--- config.mk ---
export PLATFORM = sky130hd
export DESIGN_NAME = t1_channel_payload_control
export DESIGN_NICKNAME = d
export VERILOG_FILES = /design/src/inc/t1pc_pkg.sv /design/src/hw/t1_channel_payload_control.sv
export VERILOG_INCLUDE_DIRS = /design/src /design/src/inc
export SDC_FILE = /design/constraint.sdc
export NUM_CORES = 2
export LEC_CHECK = 0
export BUFFER_PORTS_ARGS = -buffer_cell sky130_fd_sc_hd__buf_2
export CELL_PAD_IN_SITES_DETAIL_PLACEMENT = 1
export CELL_PAD_IN_SITES_GLOBAL_PLACEMENT = 2
export CORE_MARGIN = 2
export CORE_UTILIZATION = 49
export DETAILED_ROUTE_END_ITERATION = 12
export HOLD_SLACK_MARGIN = 0.06
export PLACE_DENSITY_LB_ADDON = 0.1
export SLEW_MARGIN = 25
export SYNTH_ARGS = -nofsm -noshare
export SYNTH_HDL_FRONTEND = slang
export SYNTH_SLANG_ARGS = --single-unit
--- constraint.sdc ---
create_clock -name clock_i -period 9.8 [get_ports clock_i]
set_clock_uncertainty 0.1 [all_clocks]
set_input_delay 0.98 -clock clock_i [delete_from_list [all_inputs] [get_ports clock_i]]
set_output_delay 0.98 -clock clock_i [all_outputs]
set_load 0.005 [all_outputs]
--- src/inc/t1pc_cfg.svh ---
// constants for the t1 channel payload control block
`ifndef T1PC_CFG_SVH
`define T1PC_CFG_SVH
`define NCH 8'h18
`define CH_LAST 5'h17
`define IDX_CHAN 8'h01
`define IDX_DATA_TRUNK 8'h21
`define IDX_STRK 8'h41
`define IDX_DDS_LO 8'h0a
`define IDX_DDS_HI 8'h0b
`define IDX_SNAP_CTL 8'h20
`define A_HI 31:12
`define A_SPACE 11:10
`define A_IDX 9:2
`define SUB_NONE 3'h0
`define SUB_TRUNK 3'h1
`define SUB_ALAW 3'h2
`define SUB_ULAW 3'h3
`define SUB_LOOP 3'h4
`define F_SUB 7:5
`define F_SIGN_INV 4
`define F_ODD_INV 3
`define F_EVEN_INV 2
`define F_LSB_GAP 1
`define F_GAP 0
`define F_EXTRACT 4
`define F_ABCD 3:0
`define F_AB 3:2
`define F_CD 1:0
`define F_TEST 6
`define F_SIG_TRUNK_EN 4
`define F_SNAP_TRIG 1
`define F_SNAP_AUTO 0
`define SIG_WMASK 8'h10
`define STRK_WMASK 8'h5f
`define SNAP_WMASK 8'h03
`define SIGN_MASK 8'h80
`define ODD_MASK 8'h2a
`define EVEN_MASK 8'h55
`define GAP_ALL 8'hff
`define GAP_LSB 8'h01
`define GAP_NONE 8'h00
`define ALAW_MW 64'h34212134b4a1a1b4
`define ULAW_MW 64'h1e0b0b1e9e8b8b9e
`define DDS_MAX 10'h3ff
`define DDS_LO 7:0
`define DDS_HI 9:8
`define ONE_SEC_NS 1000000000
`define CLK_PERIOD_NS 10
`endif

--- src/inc/t1pc_pkg.sv ---
// types shared by the t1 channel payload control block
package t1pc_pkg;
  typedef enum logic [1:0] {
    PT_OFF = 2'b00,
    PT_8BIT = 2'b01,
    PT_7BIT = 2'b10
  } pattern_test_width_mode_e;
  typedef enum logic [1:0] {
    SP_SIG = 2'b00,
    SP_RX = 2'b01,
    SP_TX = 2'b10,
    SP_PMON = 2'b11
  } reg_space_e;
  typedef struct packed {
    logic valid;
    logic [4:0] ch;
    logic [7:0] data;
    logic [3:0] sig;
    logic [7:0] loop_data;
  } slot_in_s;
  typedef struct packed {
    logic valid;
    logic [4:0] ch;
    logic [7:0] data;
    logic [3:0] sig;
    logic sig_ins;
    logic [7:0] gap;
  } slot_out_s;
  typedef struct packed {
    logic [2:0] global_substitution_select;
    logic global_sig_trunk_enable;
    logic clock_master;
    logic per_channel_clock_enable;
  } path_cfg_s;
  typedef struct packed {
    logic valid;
    logic width7;
    logic [7:0] data;
  } prbs_det_s;
endpackage

--- src/hw/t1_channel_payload_control.sv ---
// per-channel payload and signaling control for a 24-channel t1 link
//
// Notes on behaviour
// in DM format count DDS pattern errors in 10 bits; bits 9:8 readable at 0BH
// one signaling extract register per channel at 01H..18H, channels 1..24
// extract bit set and frame synced: copy channel signaling into A/B/C/D
// software keeps every extract bit zero in DM format
// A/B/C/D meaningful only while extracting; SF repeats A,B as C,D
// rx and tx spaces: control 01H, data trunk 21H, signaling trunk 41H
// per-channel substitution only while the global select is 000
// 001 trunk code, 010 A-law milliwatt, 011 mu-law milliwatt
// transmit code 100 takes payload loopback from receive elastic store
// sign inverts bit 1, odd inverts 3,5,7, even inverts 2,4,6,8
// gap bit hides whole channel clock; 56k bit hides bit 8 only
// gapping works only in clock master mode with channel clock enable
// data trunk code replaces data when substitution selects trunk
// test bit with direction 0 feeds detector, direction 1 inserts pattern
// 8-bit mode uses all bits, 7-bit mode the seven MSBs
// selected channels form one continuous stream per direction
// signaling trunk enable replaces signaling with A/B/C/D code
// signaling trunk applies by global or per-channel enable
// counter mapping registers refresh together on trigger 0 to 1
// auto snapshot bit refreshes counter mapping once per second
// reserved substitution codes leave data unchanged
// settings apply in their own channel timeslot, bit 1 first
`timescale 1ns/1ns
`include "t1pc_cfg.svh"
module t1_channel_payload_control #(
  parameter int unsigned SEC_CYCLES = `ONE_SEC_NS / `CLK_PERIOD_NS
) (
  // clock and reset
  input wire logic clock_i,
  input wire logic rst_b_i,
  // ahb-lite slave
  input wire logic hsel_i,
  input wire logic [31:0] haddr_i,
  input wire logic [1:0] htrans_i,
  input wire logic hwrite_i,
  input wire logic [2:0] hsize_i,
  input wire logic [31:0] hwdata_i,
  input wire logic hready_i,
  output logic [31:0] hrdata_o,
  output logic hreadyout_o,
  output logic hresp_o,
  // framer status
  input wire logic frame_sync_i,
  input wire logic sf_format_i,
  input wire logic dm_format_i,
  input wire logic dds_error_i,
  // payload paths, index 0 receive, 1 transmit
  input wire t1pc_pkg::path_cfg_s path_cfg_i [2],
  input wire t1pc_pkg::slot_in_s slot_i [2],
  output t1pc_pkg::slot_out_s slot_o [2],
  // pattern generator and detector
  input wire t1pc_pkg::pattern_test_width_mode_e pattern_test_width_mode_i,
  input wire logic pattern_test_direction_i,
  input wire logic [7:0] prbs_gen_i [2],
  output logic prbs_take_o [2],
  output t1pc_pkg::prbs_det_s prbs_det_o [2]
);
  import t1pc_pkg::*;

  ////////////////////////////////////////////////////////////////////////////
  // register storage
  logic [7:0] sigbuf_q [24];
  logic [7:0] ctrl_q [2][24];
  logic [7:0] data_trunk_q [2][24];
  logic [7:0] strk_q [2][24];
  logic [1:0] snap_ctl_q;
  logic snap_trig_prev_q;
  logic [9:0] dds_cnt_q;
  logic [9:0] dds_snap_q;
  logic [31:0] tick_cnt_q;
  logic tick;
  logic snap_req;
  // channel hit and index for a register index inside a 24-entry range
  function automatic logic [5:0] ch_hit(input logic [7:0] idx, input logic [7:0] base);
    logic [7:0] off;
    off = idx - base;
    ch_hit = {(idx >= base) && (off < `NCH), off[4:0]};
  endfunction

  // inversion pattern from the three invert controls
  function automatic logic [7:0] inv_mask(input logic [7:0] ctl);
    inv_mask = ({8{ctl[`F_SIGN_INV]}} & `SIGN_MASK) | ({8{ctl[`F_ODD_INV]}} & `ODD_MASK)
             | ({8{ctl[`F_EVEN_INV]}} & `EVEN_MASK);
  endfunction

  // register read decode
  function automatic logic [7:0] rd_byte(input reg_space_e sp, input logic [7:0] idx);
    logic [5:0] hc;
    logic [5:0] hd;
    logic [5:0] hs;
    logic p;
    hc = ch_hit(idx, `IDX_CHAN);
    hd = ch_hit(idx, `IDX_DATA_TRUNK);
    hs = ch_hit(idx, `IDX_STRK);
    p = (sp == SP_TX);
    rd_byte = 8'h00;
    unique case (sp)
      SP_SIG: begin
        if (hc[5]) begin
          rd_byte = sigbuf_q[hc[4:0]] & (`SIG_WMASK | 8'h0f);
        end
      end
      SP_RX, SP_TX: begin
        if (hc[5]) begin
          rd_byte = ctrl_q[p][hc[4:0]];
        end else if (hd[5]) begin
          rd_byte = data_trunk_q[p][hd[4:0]];
        end else if (hs[5]) begin
          rd_byte = strk_q[p][hs[4:0]];
        end
      end
      SP_PMON: begin
        if (idx == `IDX_DDS_LO) begin
          rd_byte = dds_snap_q[`DDS_LO];
        end else if (idx == `IDX_DDS_HI) begin
          rd_byte = {6'h00, dds_snap_q[`DDS_HI]};
        end else if (idx == `IDX_SNAP_CTL) begin
          rd_byte = {6'h00, snap_ctl_q};
        end
      end
    endcase
  endfunction

  ////////////////////////////////////////////////////////////////////////////
  // ahb-lite slave: address phase captured, zero-wait except read after write
  logic ap_valid_q;
  logic ap_write_q;
  reg_space_e ap_space_q;
  logic [7:0] ap_idx_q;
  logic [31:0] rdata_q;
  logic req;
  logic rd_stall;
  logic wr_en;
  logic [7:0] wbyte;
  logic [5:0] w_hc;
  logic [5:0] w_hd;
  logic [5:0] w_hs;
  logic w_path;

  // stall one cycle so a read sees the write just before it
  assign rd_stall = ap_valid_q && ap_write_q && hsel_i && htrans_i[1] && !hwrite_i;
  assign hreadyout_o = !rd_stall;
  assign hresp_o = 1'b0;
  assign hrdata_o = rdata_q;
  assign req = hsel_i && htrans_i[1] && hready_i;
  assign wr_en = ap_valid_q && ap_write_q;
  assign wbyte = hwdata_i[7:0];
  assign w_hc = ch_hit(ap_idx_q, `IDX_CHAN);
  assign w_hd = ch_hit(ap_idx_q, `IDX_DATA_TRUNK);
  assign w_hs = ch_hit(ap_idx_q, `IDX_STRK);
  assign w_path = (ap_space_q == SP_TX);

  // address phase capture, unmapped high addresses never hit
  always_ff @(posedge clock_i) begin
    if (!rst_b_i) begin
      ap_valid_q <= 1'b0;
      ap_write_q <= 1'b0;
      ap_space_q <= SP_SIG;
      ap_idx_q <= 8'h00;
    end else begin
      ap_valid_q <= req && (haddr_i[`A_HI] == 20'h00000);
      ap_write_q <= hwrite_i;
      ap_space_q <= reg_space_e'(haddr_i[`A_SPACE]);
      ap_idx_q <= haddr_i[`A_IDX];
    end
  end

  // read data registered at the address phase
  always_ff @(posedge clock_i) begin
    if (!rst_b_i) begin
      rdata_q <= 32'h00000000;
    end else if (req && !hwrite_i) begin
      rdata_q <= (haddr_i[`A_HI] == 20'h00000) ?
                 {24'h000000, rd_byte(reg_space_e'(haddr_i[`A_SPACE]), haddr_i[`A_IDX])} : 32'h00000000;
    end
  end

  // rx and tx payload control spaces
  always_ff @(posedge clock_i) begin
    if (!rst_b_i) begin
      for (int p = 0; p < 2; p++) begin
        for (int c = 0; c < 24; c++) begin
          ctrl_q[p][c] <= 8'h00;
          data_trunk_q[p][c] <= 8'h00;
          strk_q[p][c] <= 8'h00;
        end
      end
    end else if (wr_en && (ap_space_q == SP_RX || ap_space_q == SP_TX)) begin
      if (w_hc[5]) begin
        ctrl_q[w_path][w_hc[4:0]] <= wbyte;
      end
      if (w_hd[5]) begin
        data_trunk_q[w_path][w_hd[4:0]] <= wbyte;
      end
      if (w_hs[5]) begin
        strk_q[w_path][w_hs[4:0]] <= wbyte & `STRK_WMASK;
      end
    end
  end

  ////////////////////////////////////////////////////////////////////////////
  // receive signaling extraction
  logic rx_ch_ok;
  logic ext_hit;
  logic [3:0] ext_sig;

  assign rx_ch_ok = slot_i[0].ch <= `CH_LAST;
  assign ext_hit = slot_i[0].valid && rx_ch_ok && sigbuf_q[slot_i[0].ch][`F_EXTRACT]
                 && frame_sync_i && !dm_format_i;
  // sf carries only a and b, so they repeat as c and d
  assign ext_sig = sf_format_i ? {slot_i[0].sig[`F_AB], slot_i[0].sig[`F_AB]} : slot_i[0].sig;

  // extract enable from software, a/b/c/d from the line
  always_ff @(posedge clock_i) begin
    if (!rst_b_i) begin
      for (int c = 0; c < 24; c++) begin
        sigbuf_q[c] <= 8'h00;
      end
    end else begin
      if (wr_en && ap_space_q == SP_SIG && w_hc[5]) begin
        sigbuf_q[w_hc[4:0]][`F_EXTRACT] <= wbyte[`F_EXTRACT];
      end
      if (ext_hit) begin
        sigbuf_q[slot_i[0].ch][`F_ABCD] <= ext_sig;
      end
    end
  end

  ////////////////////////////////////////////////////////////////////////////
  // payload paths
  for (genvar p = 0; p < 2; p++) begin : g_path
    logic ch_ok;
    logic [7:0] ctl;
    logic [7:0] dtk;
    logic [7:0] stk;
    logic [2:0] sub;
    logic [2:0] phase_q;
    logic test_sel;
    logic [7:0] d;
    logic [7:0] gap;
    logic sig_sel;

    assign ch_ok = slot_i[p].ch <= `CH_LAST;
    assign ctl = ch_ok ? ctrl_q[p][slot_i[p].ch] : 8'h00;
    assign dtk = ch_ok ? data_trunk_q[p][slot_i[p].ch] : 8'h00;
    assign stk = ch_ok ? strk_q[p][slot_i[p].ch] : 8'h00;
    assign sub = (path_cfg_i[p].global_substitution_select != `SUB_NONE) ?
                 path_cfg_i[p].global_substitution_select : ctl[`F_SUB];
    assign test_sel = slot_i[p].valid && stk[`F_TEST] && (pattern_test_width_mode_i != PT_OFF);
    assign sig_sel = path_cfg_i[p].global_sig_trunk_enable || stk[`F_SIG_TRUNK_EN];
    assign prbs_take_o[p] = test_sel && pattern_test_direction_i;

    // substitution, inversion, then pattern insertion
    always_comb begin
      d = slot_i[p].data;
      unique case (sub)
        `SUB_TRUNK: d = dtk;
        `SUB_ALAW: d = 8'(`ALAW_MW >> {~phase_q, 3'h0});
        `SUB_ULAW: d = 8'(`ULAW_MW >> {~phase_q, 3'h0});
        `SUB_LOOP: d = (p == 1) ? slot_i[p].loop_data : slot_i[p].data;
        default: d = slot_i[p].data;
      endcase
      d = d ^ inv_mask(ctl);
      if (prbs_take_o[p]) begin
        if (pattern_test_width_mode_i == PT_7BIT) begin
          d = {prbs_gen_i[p][7:1], d[0]};
        end else begin
          d = prbs_gen_i[p];
        end
      end
    end

    // clock gapping only when this path masters the clock
    always_comb begin
      gap = `GAP_NONE;
      if (path_cfg_i[p].clock_master && path_cfg_i[p].per_channel_clock_enable) begin
        if (ctl[`F_GAP]) begin
          gap = `GAP_ALL;
        end else if (ctl[`F_LSB_GAP]) begin
          gap = `GAP_LSB;
        end
      end
    end

    // milliwatt phase advances once per frame
    always_ff @(posedge clock_i) begin
      if (!rst_b_i) begin
        phase_q <= 3'h0;
      end else if (slot_i[p].valid && slot_i[p].ch == `CH_LAST) begin
        phase_q <= phase_q + 3'h1;
      end
    end

    // output slot register
    always_ff @(posedge clock_i) begin
      if (!rst_b_i) begin
        slot_o[p] <= '0;
      end else begin
        slot_o[p].valid <= slot_i[p].valid;
        slot_o[p].ch <= slot_i[p].ch;
        slot_o[p].data <= d;
        slot_o[p].sig <= sig_sel ? stk[`F_ABCD] : slot_i[p].sig;
        slot_o[p].sig_ins <= slot_i[p].valid && sig_sel;
        slot_o[p].gap <= slot_i[p].valid ? gap : `GAP_NONE;
      end
    end

    // selected channels stream to the detector back to back
    always_ff @(posedge clock_i) begin
      if (!rst_b_i) begin
        prbs_det_o[p] <= '0;
      end else begin
        prbs_det_o[p].valid <= test_sel && !pattern_test_direction_i;
        prbs_det_o[p].width7 <= pattern_test_width_mode_i == PT_7BIT;
        prbs_det_o[p].data <= slot_i[p].data;
      end
    end
  end

  ////////////////////////////////////////////////////////////////////////////
  // dds error counter and snapshot
  assign tick = tick_cnt_q == SEC_CYCLES - 1;
  assign snap_req = (snap_ctl_q[`F_SNAP_TRIG] && !snap_trig_prev_q)
                  || (snap_ctl_q[`F_SNAP_AUTO] && tick);

  // snapshot control register
  always_ff @(posedge clock_i) begin
    if (!rst_b_i) begin
      snap_ctl_q <= 2'h0;
      snap_trig_prev_q <= 1'b0;
    end else begin
      snap_trig_prev_q <= snap_ctl_q[`F_SNAP_TRIG];
      if (wr_en && ap_space_q == SP_PMON && ap_idx_q == `IDX_SNAP_CTL) begin
        snap_ctl_q <= 2'(wbyte & `SNAP_WMASK);
      end
    end
  end

  // one second tick
  always_ff @(posedge clock_i) begin
    if (!rst_b_i || tick) begin
      tick_cnt_q <= 32'h00000000;
    end else begin
      tick_cnt_q <= tick_cnt_q + 32'h00000001;
    end
  end

  // counting saturates; a snapshot restarts the count and keeps a same-cycle error
  always_ff @(posedge clock_i) begin
    if (!rst_b_i) begin
      dds_cnt_q <= 10'h000;
      dds_snap_q <= 10'h000;
    end else if (snap_req) begin
      dds_snap_q <= dds_cnt_q;
      dds_cnt_q <= {9'h000, dds_error_i && dm_format_i};
    end else if (dds_error_i && dm_format_i && dds_cnt_q != `DDS_MAX) begin
      dds_cnt_q <= dds_cnt_q + 10'h001;
    end
  end

  ////////////////////////////////////////////////////////////////////////////
  // checks
  logic [4:0] rx_ch;
  logic gap_ok0;
  logic tx_loop_plain;
  logic [7:0] tx_loop_data;

  assign rx_ch = slot_i[0].ch;
  assign gap_ok0 = path_cfg_i[0].clock_master && path_cfg_i[0].per_channel_clock_enable;
  assign tx_loop_plain = slot_i[1].valid && g_path[1].sub == `SUB_LOOP
                       && inv_mask(g_path[1].ctl) == 8'h00 && !prbs_take_o[1];
  assign tx_loop_data = slot_i[1].loop_data;

  chk_snap_copy: assert property (@(posedge clock_i) disable iff (!rst_b_i)
    snap_req |=> dds_snap_q == $past(dds_cnt_q)) else $error("snapshot did not copy count");
  chk_auto_tick: assert property (@(posedge clock_i) disable iff (!rst_b_i)
    (tick && snap_ctl_q[`F_SNAP_AUTO]) |=> dds_snap_q == $past(dds_cnt_q)) else $error("auto snapshot missed tick");
  chk_dds_increment: assert property (@(posedge clock_i) disable iff (!rst_b_i)
    (dds_error_i && dm_format_i && !snap_req && dds_cnt_q != `DDS_MAX) |=> dds_cnt_q == $past(dds_cnt_q) + 10'h001)
    else $error("dds count did not step");
  chk_extract_gate: assert property (@(posedge clock_i) disable iff (!rst_b_i)
    (slot_i[0].valid && rx_ch_ok && !(frame_sync_i && sigbuf_q[rx_ch][`F_EXTRACT]))
    |=> sigbuf_q[$past(rx_ch)][`F_ABCD] == $past(sigbuf_q[rx_ch][`F_ABCD])) else $error("extract without enable");
  chk_sf_repeat: assert property (@(posedge clock_i) disable iff (!rst_b_i)
    (ext_hit && sf_format_i) |=> sigbuf_q[$past(rx_ch)][`F_CD] == sigbuf_q[$past(rx_ch)][`F_AB])
    else $error("sf c/d not repeating a/b");
  chk_gap_master: assert property (@(posedge clock_i) disable iff (!rst_b_i)
    (slot_o[0].gap != `GAP_NONE) |-> $past(gap_ok0)) else $error("rx gap outside master mode");
  chk_loop_data: assert property (@(posedge clock_i) disable iff (!rst_b_i)
    tx_loop_plain |=> slot_o[1].data == $past(tx_loop_data)) else $error("tx loopback data wrong");
  chk_det_route: assert property (@(posedge clock_i) disable iff (!rst_b_i)
    prbs_det_o[0].valid |-> !$past(pattern_test_direction_i)) else $error("detector fed in insert direction");
  chk_bus_stall: assert property (@(posedge clock_i) disable iff (!rst_b_i)
    !hreadyout_o |=> hreadyout_o) else $error("bus stalled more than one cycle");
endmodule

==> impl_metrics.py <==
metrics = {
    "hold_path": {
        "min_path_type": "primary input to flip-flop",
    },
    "synth": {
        "synth_top_area_share": 0.542,
        "yosys-top-cells-area": "edfxtp_1, mux4_2, dfxtp_1",
        "ys.warnings.count": 0,
        "synthFlopType": "edfxtp_1",
        "postSynth.asyncResetShare": 0,
        "yosys.cell_types.count": 90,
        "synth_top_area_cell": "edfxtp_1",
        "avgSynthCellArea_um2": 14.9,
        "yosysSeqAreaShare": 0.584,
        "synth_edf_count": 1216,
        "ys_ff_latch": 1358,
        "netlist_area_um2": 67400,
        "synth_cells": 4540,
    },
    "sta": {
        "relSlewSlack": 0.171,
        "finalCritPeriodShare": 0.582,
        "min_period_ps": 5700,
        "rsz0062_at_grt": "false",
        "finalHoldViolCount": 0,
        "tightest_slew_ps": 1230,
        "whs_ps": 321,
        "max_clock_freq_mhz": 175,
        "setup_tns_ps": 0,
        "setup_viol": 0,
        "slew_viol_final": 0,
    },
    "cts": {
        "post-cts-setup-buffer-count": 0,
        "cts.sinks": 1358,
        "tritoncts": "yes",
        "root_buffer": "clkbuf_16",
        "cts_buffers": 153,
        "clock_latency_ps": 800,
        "holdBufCountCts": 0,
        "htreeDepth": 4,
        "cts_resized": 0,
        "clk_path_buf_depth": 3,
        "clk_pin_slew_worst_paths_ps": 60,
    },
    "critical_path": {
        "path_class": "primary input to output pin",
        "cp_top_family": "buffers and inverters",
        "cp-start-kind": "primary input",
        "crit_path_end_kind": "output pin",
        "slowest_stage": "a221oi_1",
        "cp.buffers_inverters": 4,
        "cp_slowest_stage_delay_ps": 770,
        "cp_max_fo": 43,
        "crit_required_ps": 8720,
        "cp.arrival_ps": 4620,
        "crit_chain": "buf_8 -> buf_4 -> mux4_2 -> a22o_1 -> a221oi_1 -> a21oi_1 -> nand2_1 -> inv_1 -> buf_2",
    },
    "global_routing": {
        "grt_max_degree": 217,
        "antenna_found_initial": 14,
        "use_met2": 0.564,
        "top_usage_layer": "met2",
        "grt_use_met3": 0.0980,
        "grt_pass1_vias": 46100,
        "grt.overflow.total": 0,
        "grt_usage": 0.376,
        "grt_pass1_wl_mm": 365,
        "globalRouteMet1Util": 0.510,
    },
    "cells_and_area": {
        "area_delta_synth_final_pct": 12.0,
        "final_util": 0.551,
        "drive_gt1_frac": 0.273,
        "nets": 4895,
    },
    "route": {
        "drt_iter0_markers": 6838,
        "drc": 0,
        "firstDrtPassIters": 8,
        "avgRoutedWirePerCell_um": 39.8,
        "vias": 46500,
        "routed_wl_mm": 264,
        "final_antenna_net_count": 0,
        "vias_per_cell": 7.00,
    },
    "floorplan": {
        "die_area_um2": 141000,
        "rows": 136,
        "die_x_um": 375,
        "start_util": 0.492,
        "io_pins": 271,
        "die_y_um": 375,
        "core_area_um2": 137000,
    },
    "status": {
        "status": "finished clean",
    },
    "place": {
        "io_buffer_count": 207,
        "dp_hpwl_mm": 176,
        "gp_congestion": 0.912,
    },
    "power": {
        "vdd_drop_max_uv": 157,
        "p_leak_nw": 27.4,
        "pwr_density_cell_nw_per_um2": 182,
    },
    "run": {
        "maxCapViolCount": 0,
    },
}
-- sequential cells by signal, summed over array words and instances (netlist names), 2 cells and up --
register	cells
ap_space_q	2
prbs_det_o	19
data_trunk_q	384
sigbuf_q	160
snap_ctl_q	2
slot_o	42
strk_q	288
g_path.phase_q	6
hrdata_o	8
dds_cnt_q	10
ap_idx_q	8
ctrl_q	384
dds_snap_q	10
tick_cnt_q	32
-- Yosys cell counts (all sizes together) (79+ instances only) --
| cell | instances |
|---|---|
| mux2i | 91 |
| o21ai | 133 |
| a21oi | 133 |
| nor2 | 558 |
| edfxtp | 1216 |
| nand3 | 79 |
| nand2 | 264 |
| dfxtp | 142 |
| clkbuf | 265 |
| and3 | 224 |
| buf | 193 |
| mux4 | 633 |
| and2 | 79 |
-- stage by stage --
stage | cells | setup WS [ps] | total power (W) | instance area, um2
after floorplan | 4604 | 4810 | 0.00746 | 67700
after global placement | 6355 | 4100 | 0.00807 | 70500
after detailed placement | 6358 | 4110 | 0.00810 | 70600
after CTS | 6636 | 4080 | 0.0137 | 75400
after global routing | 6638 | 3970 | 0.0140 | 75500
final | 6644 | 4100 | 0.0137 | 75500
-- final cells by class --
class	count	area, um2
Clock inverter	80	719
Fill cell	12900	61500
Sequential cell	1358	39400
Inverter	46	173
Multi-Input combinational cell	2742	26000
Timing Repair Buffer	419	2780
Antenna cell	7	17.5
Clock buffer	198	4160
Tap cell	1794	2240
-- worst paths after layout --
| check | slack (ps) | end | startpoint | depth (start not counted) |
|---|---|---|---|---|
| max | 4100 | prbs_take_o[1] | slot_i[47] | 9 |
| min | 320 | prbs_det_o[9] | pattern_test_direction_i | 2 |
| max reg2reg | 5390 | data_trunk_q[1][171] | ap_idx_q[2] | 11 |
| min reg2reg | 360 | tick_cnt_q[0] | tick_cnt_q[0] | 1 |
-- routing by layer --
metal,share of wire,vias to the layer above
li1,-,18200
met1,0.37,24500
met2,0.45,3246
met3,0.12,558
met4,0.057,14
met5,0.00054,-
-- cells in the final DEF (no fill, tap or decap), types with 71 or more instances in the layout --
cell type	count
buf_4	201
and2_1	71
and3_1	224
nand3_1	77
nor2_1	555
mux2i_1	91
clkbuf_16	160
dfxtp_1	142
o21ai_0	118
mux4_2	617
a21oi_1	118
buf_2	201
nand2_1	254
edfxtp_1	1216
-- logic make-up after synthesis --
group                    after synthesis  share of synthesized area
AO/OA/AOI/OAI                        467                     0.0439
buffers and inverters                504                     0.0369
AND/OR/NAND/NOR                     1417                     0.0994
flip-flops                          1358                      0.584
adder cells (fa/ha/maj)               14                    0.00260
multiplexers                         731                      0.227
XOR/XNOR                              48                    0.00635
other                                  1                  0.0000556
-- where the power goes --
part           switching [W]  leakage [nW]  internal [W]
logic               0.000951          10.9      0.000522
clock network        0.00242          2.39       0.00330
registers          0.0000895          14.1       0.00646
No activity file was read; power rests on OpenSTA's default activity.
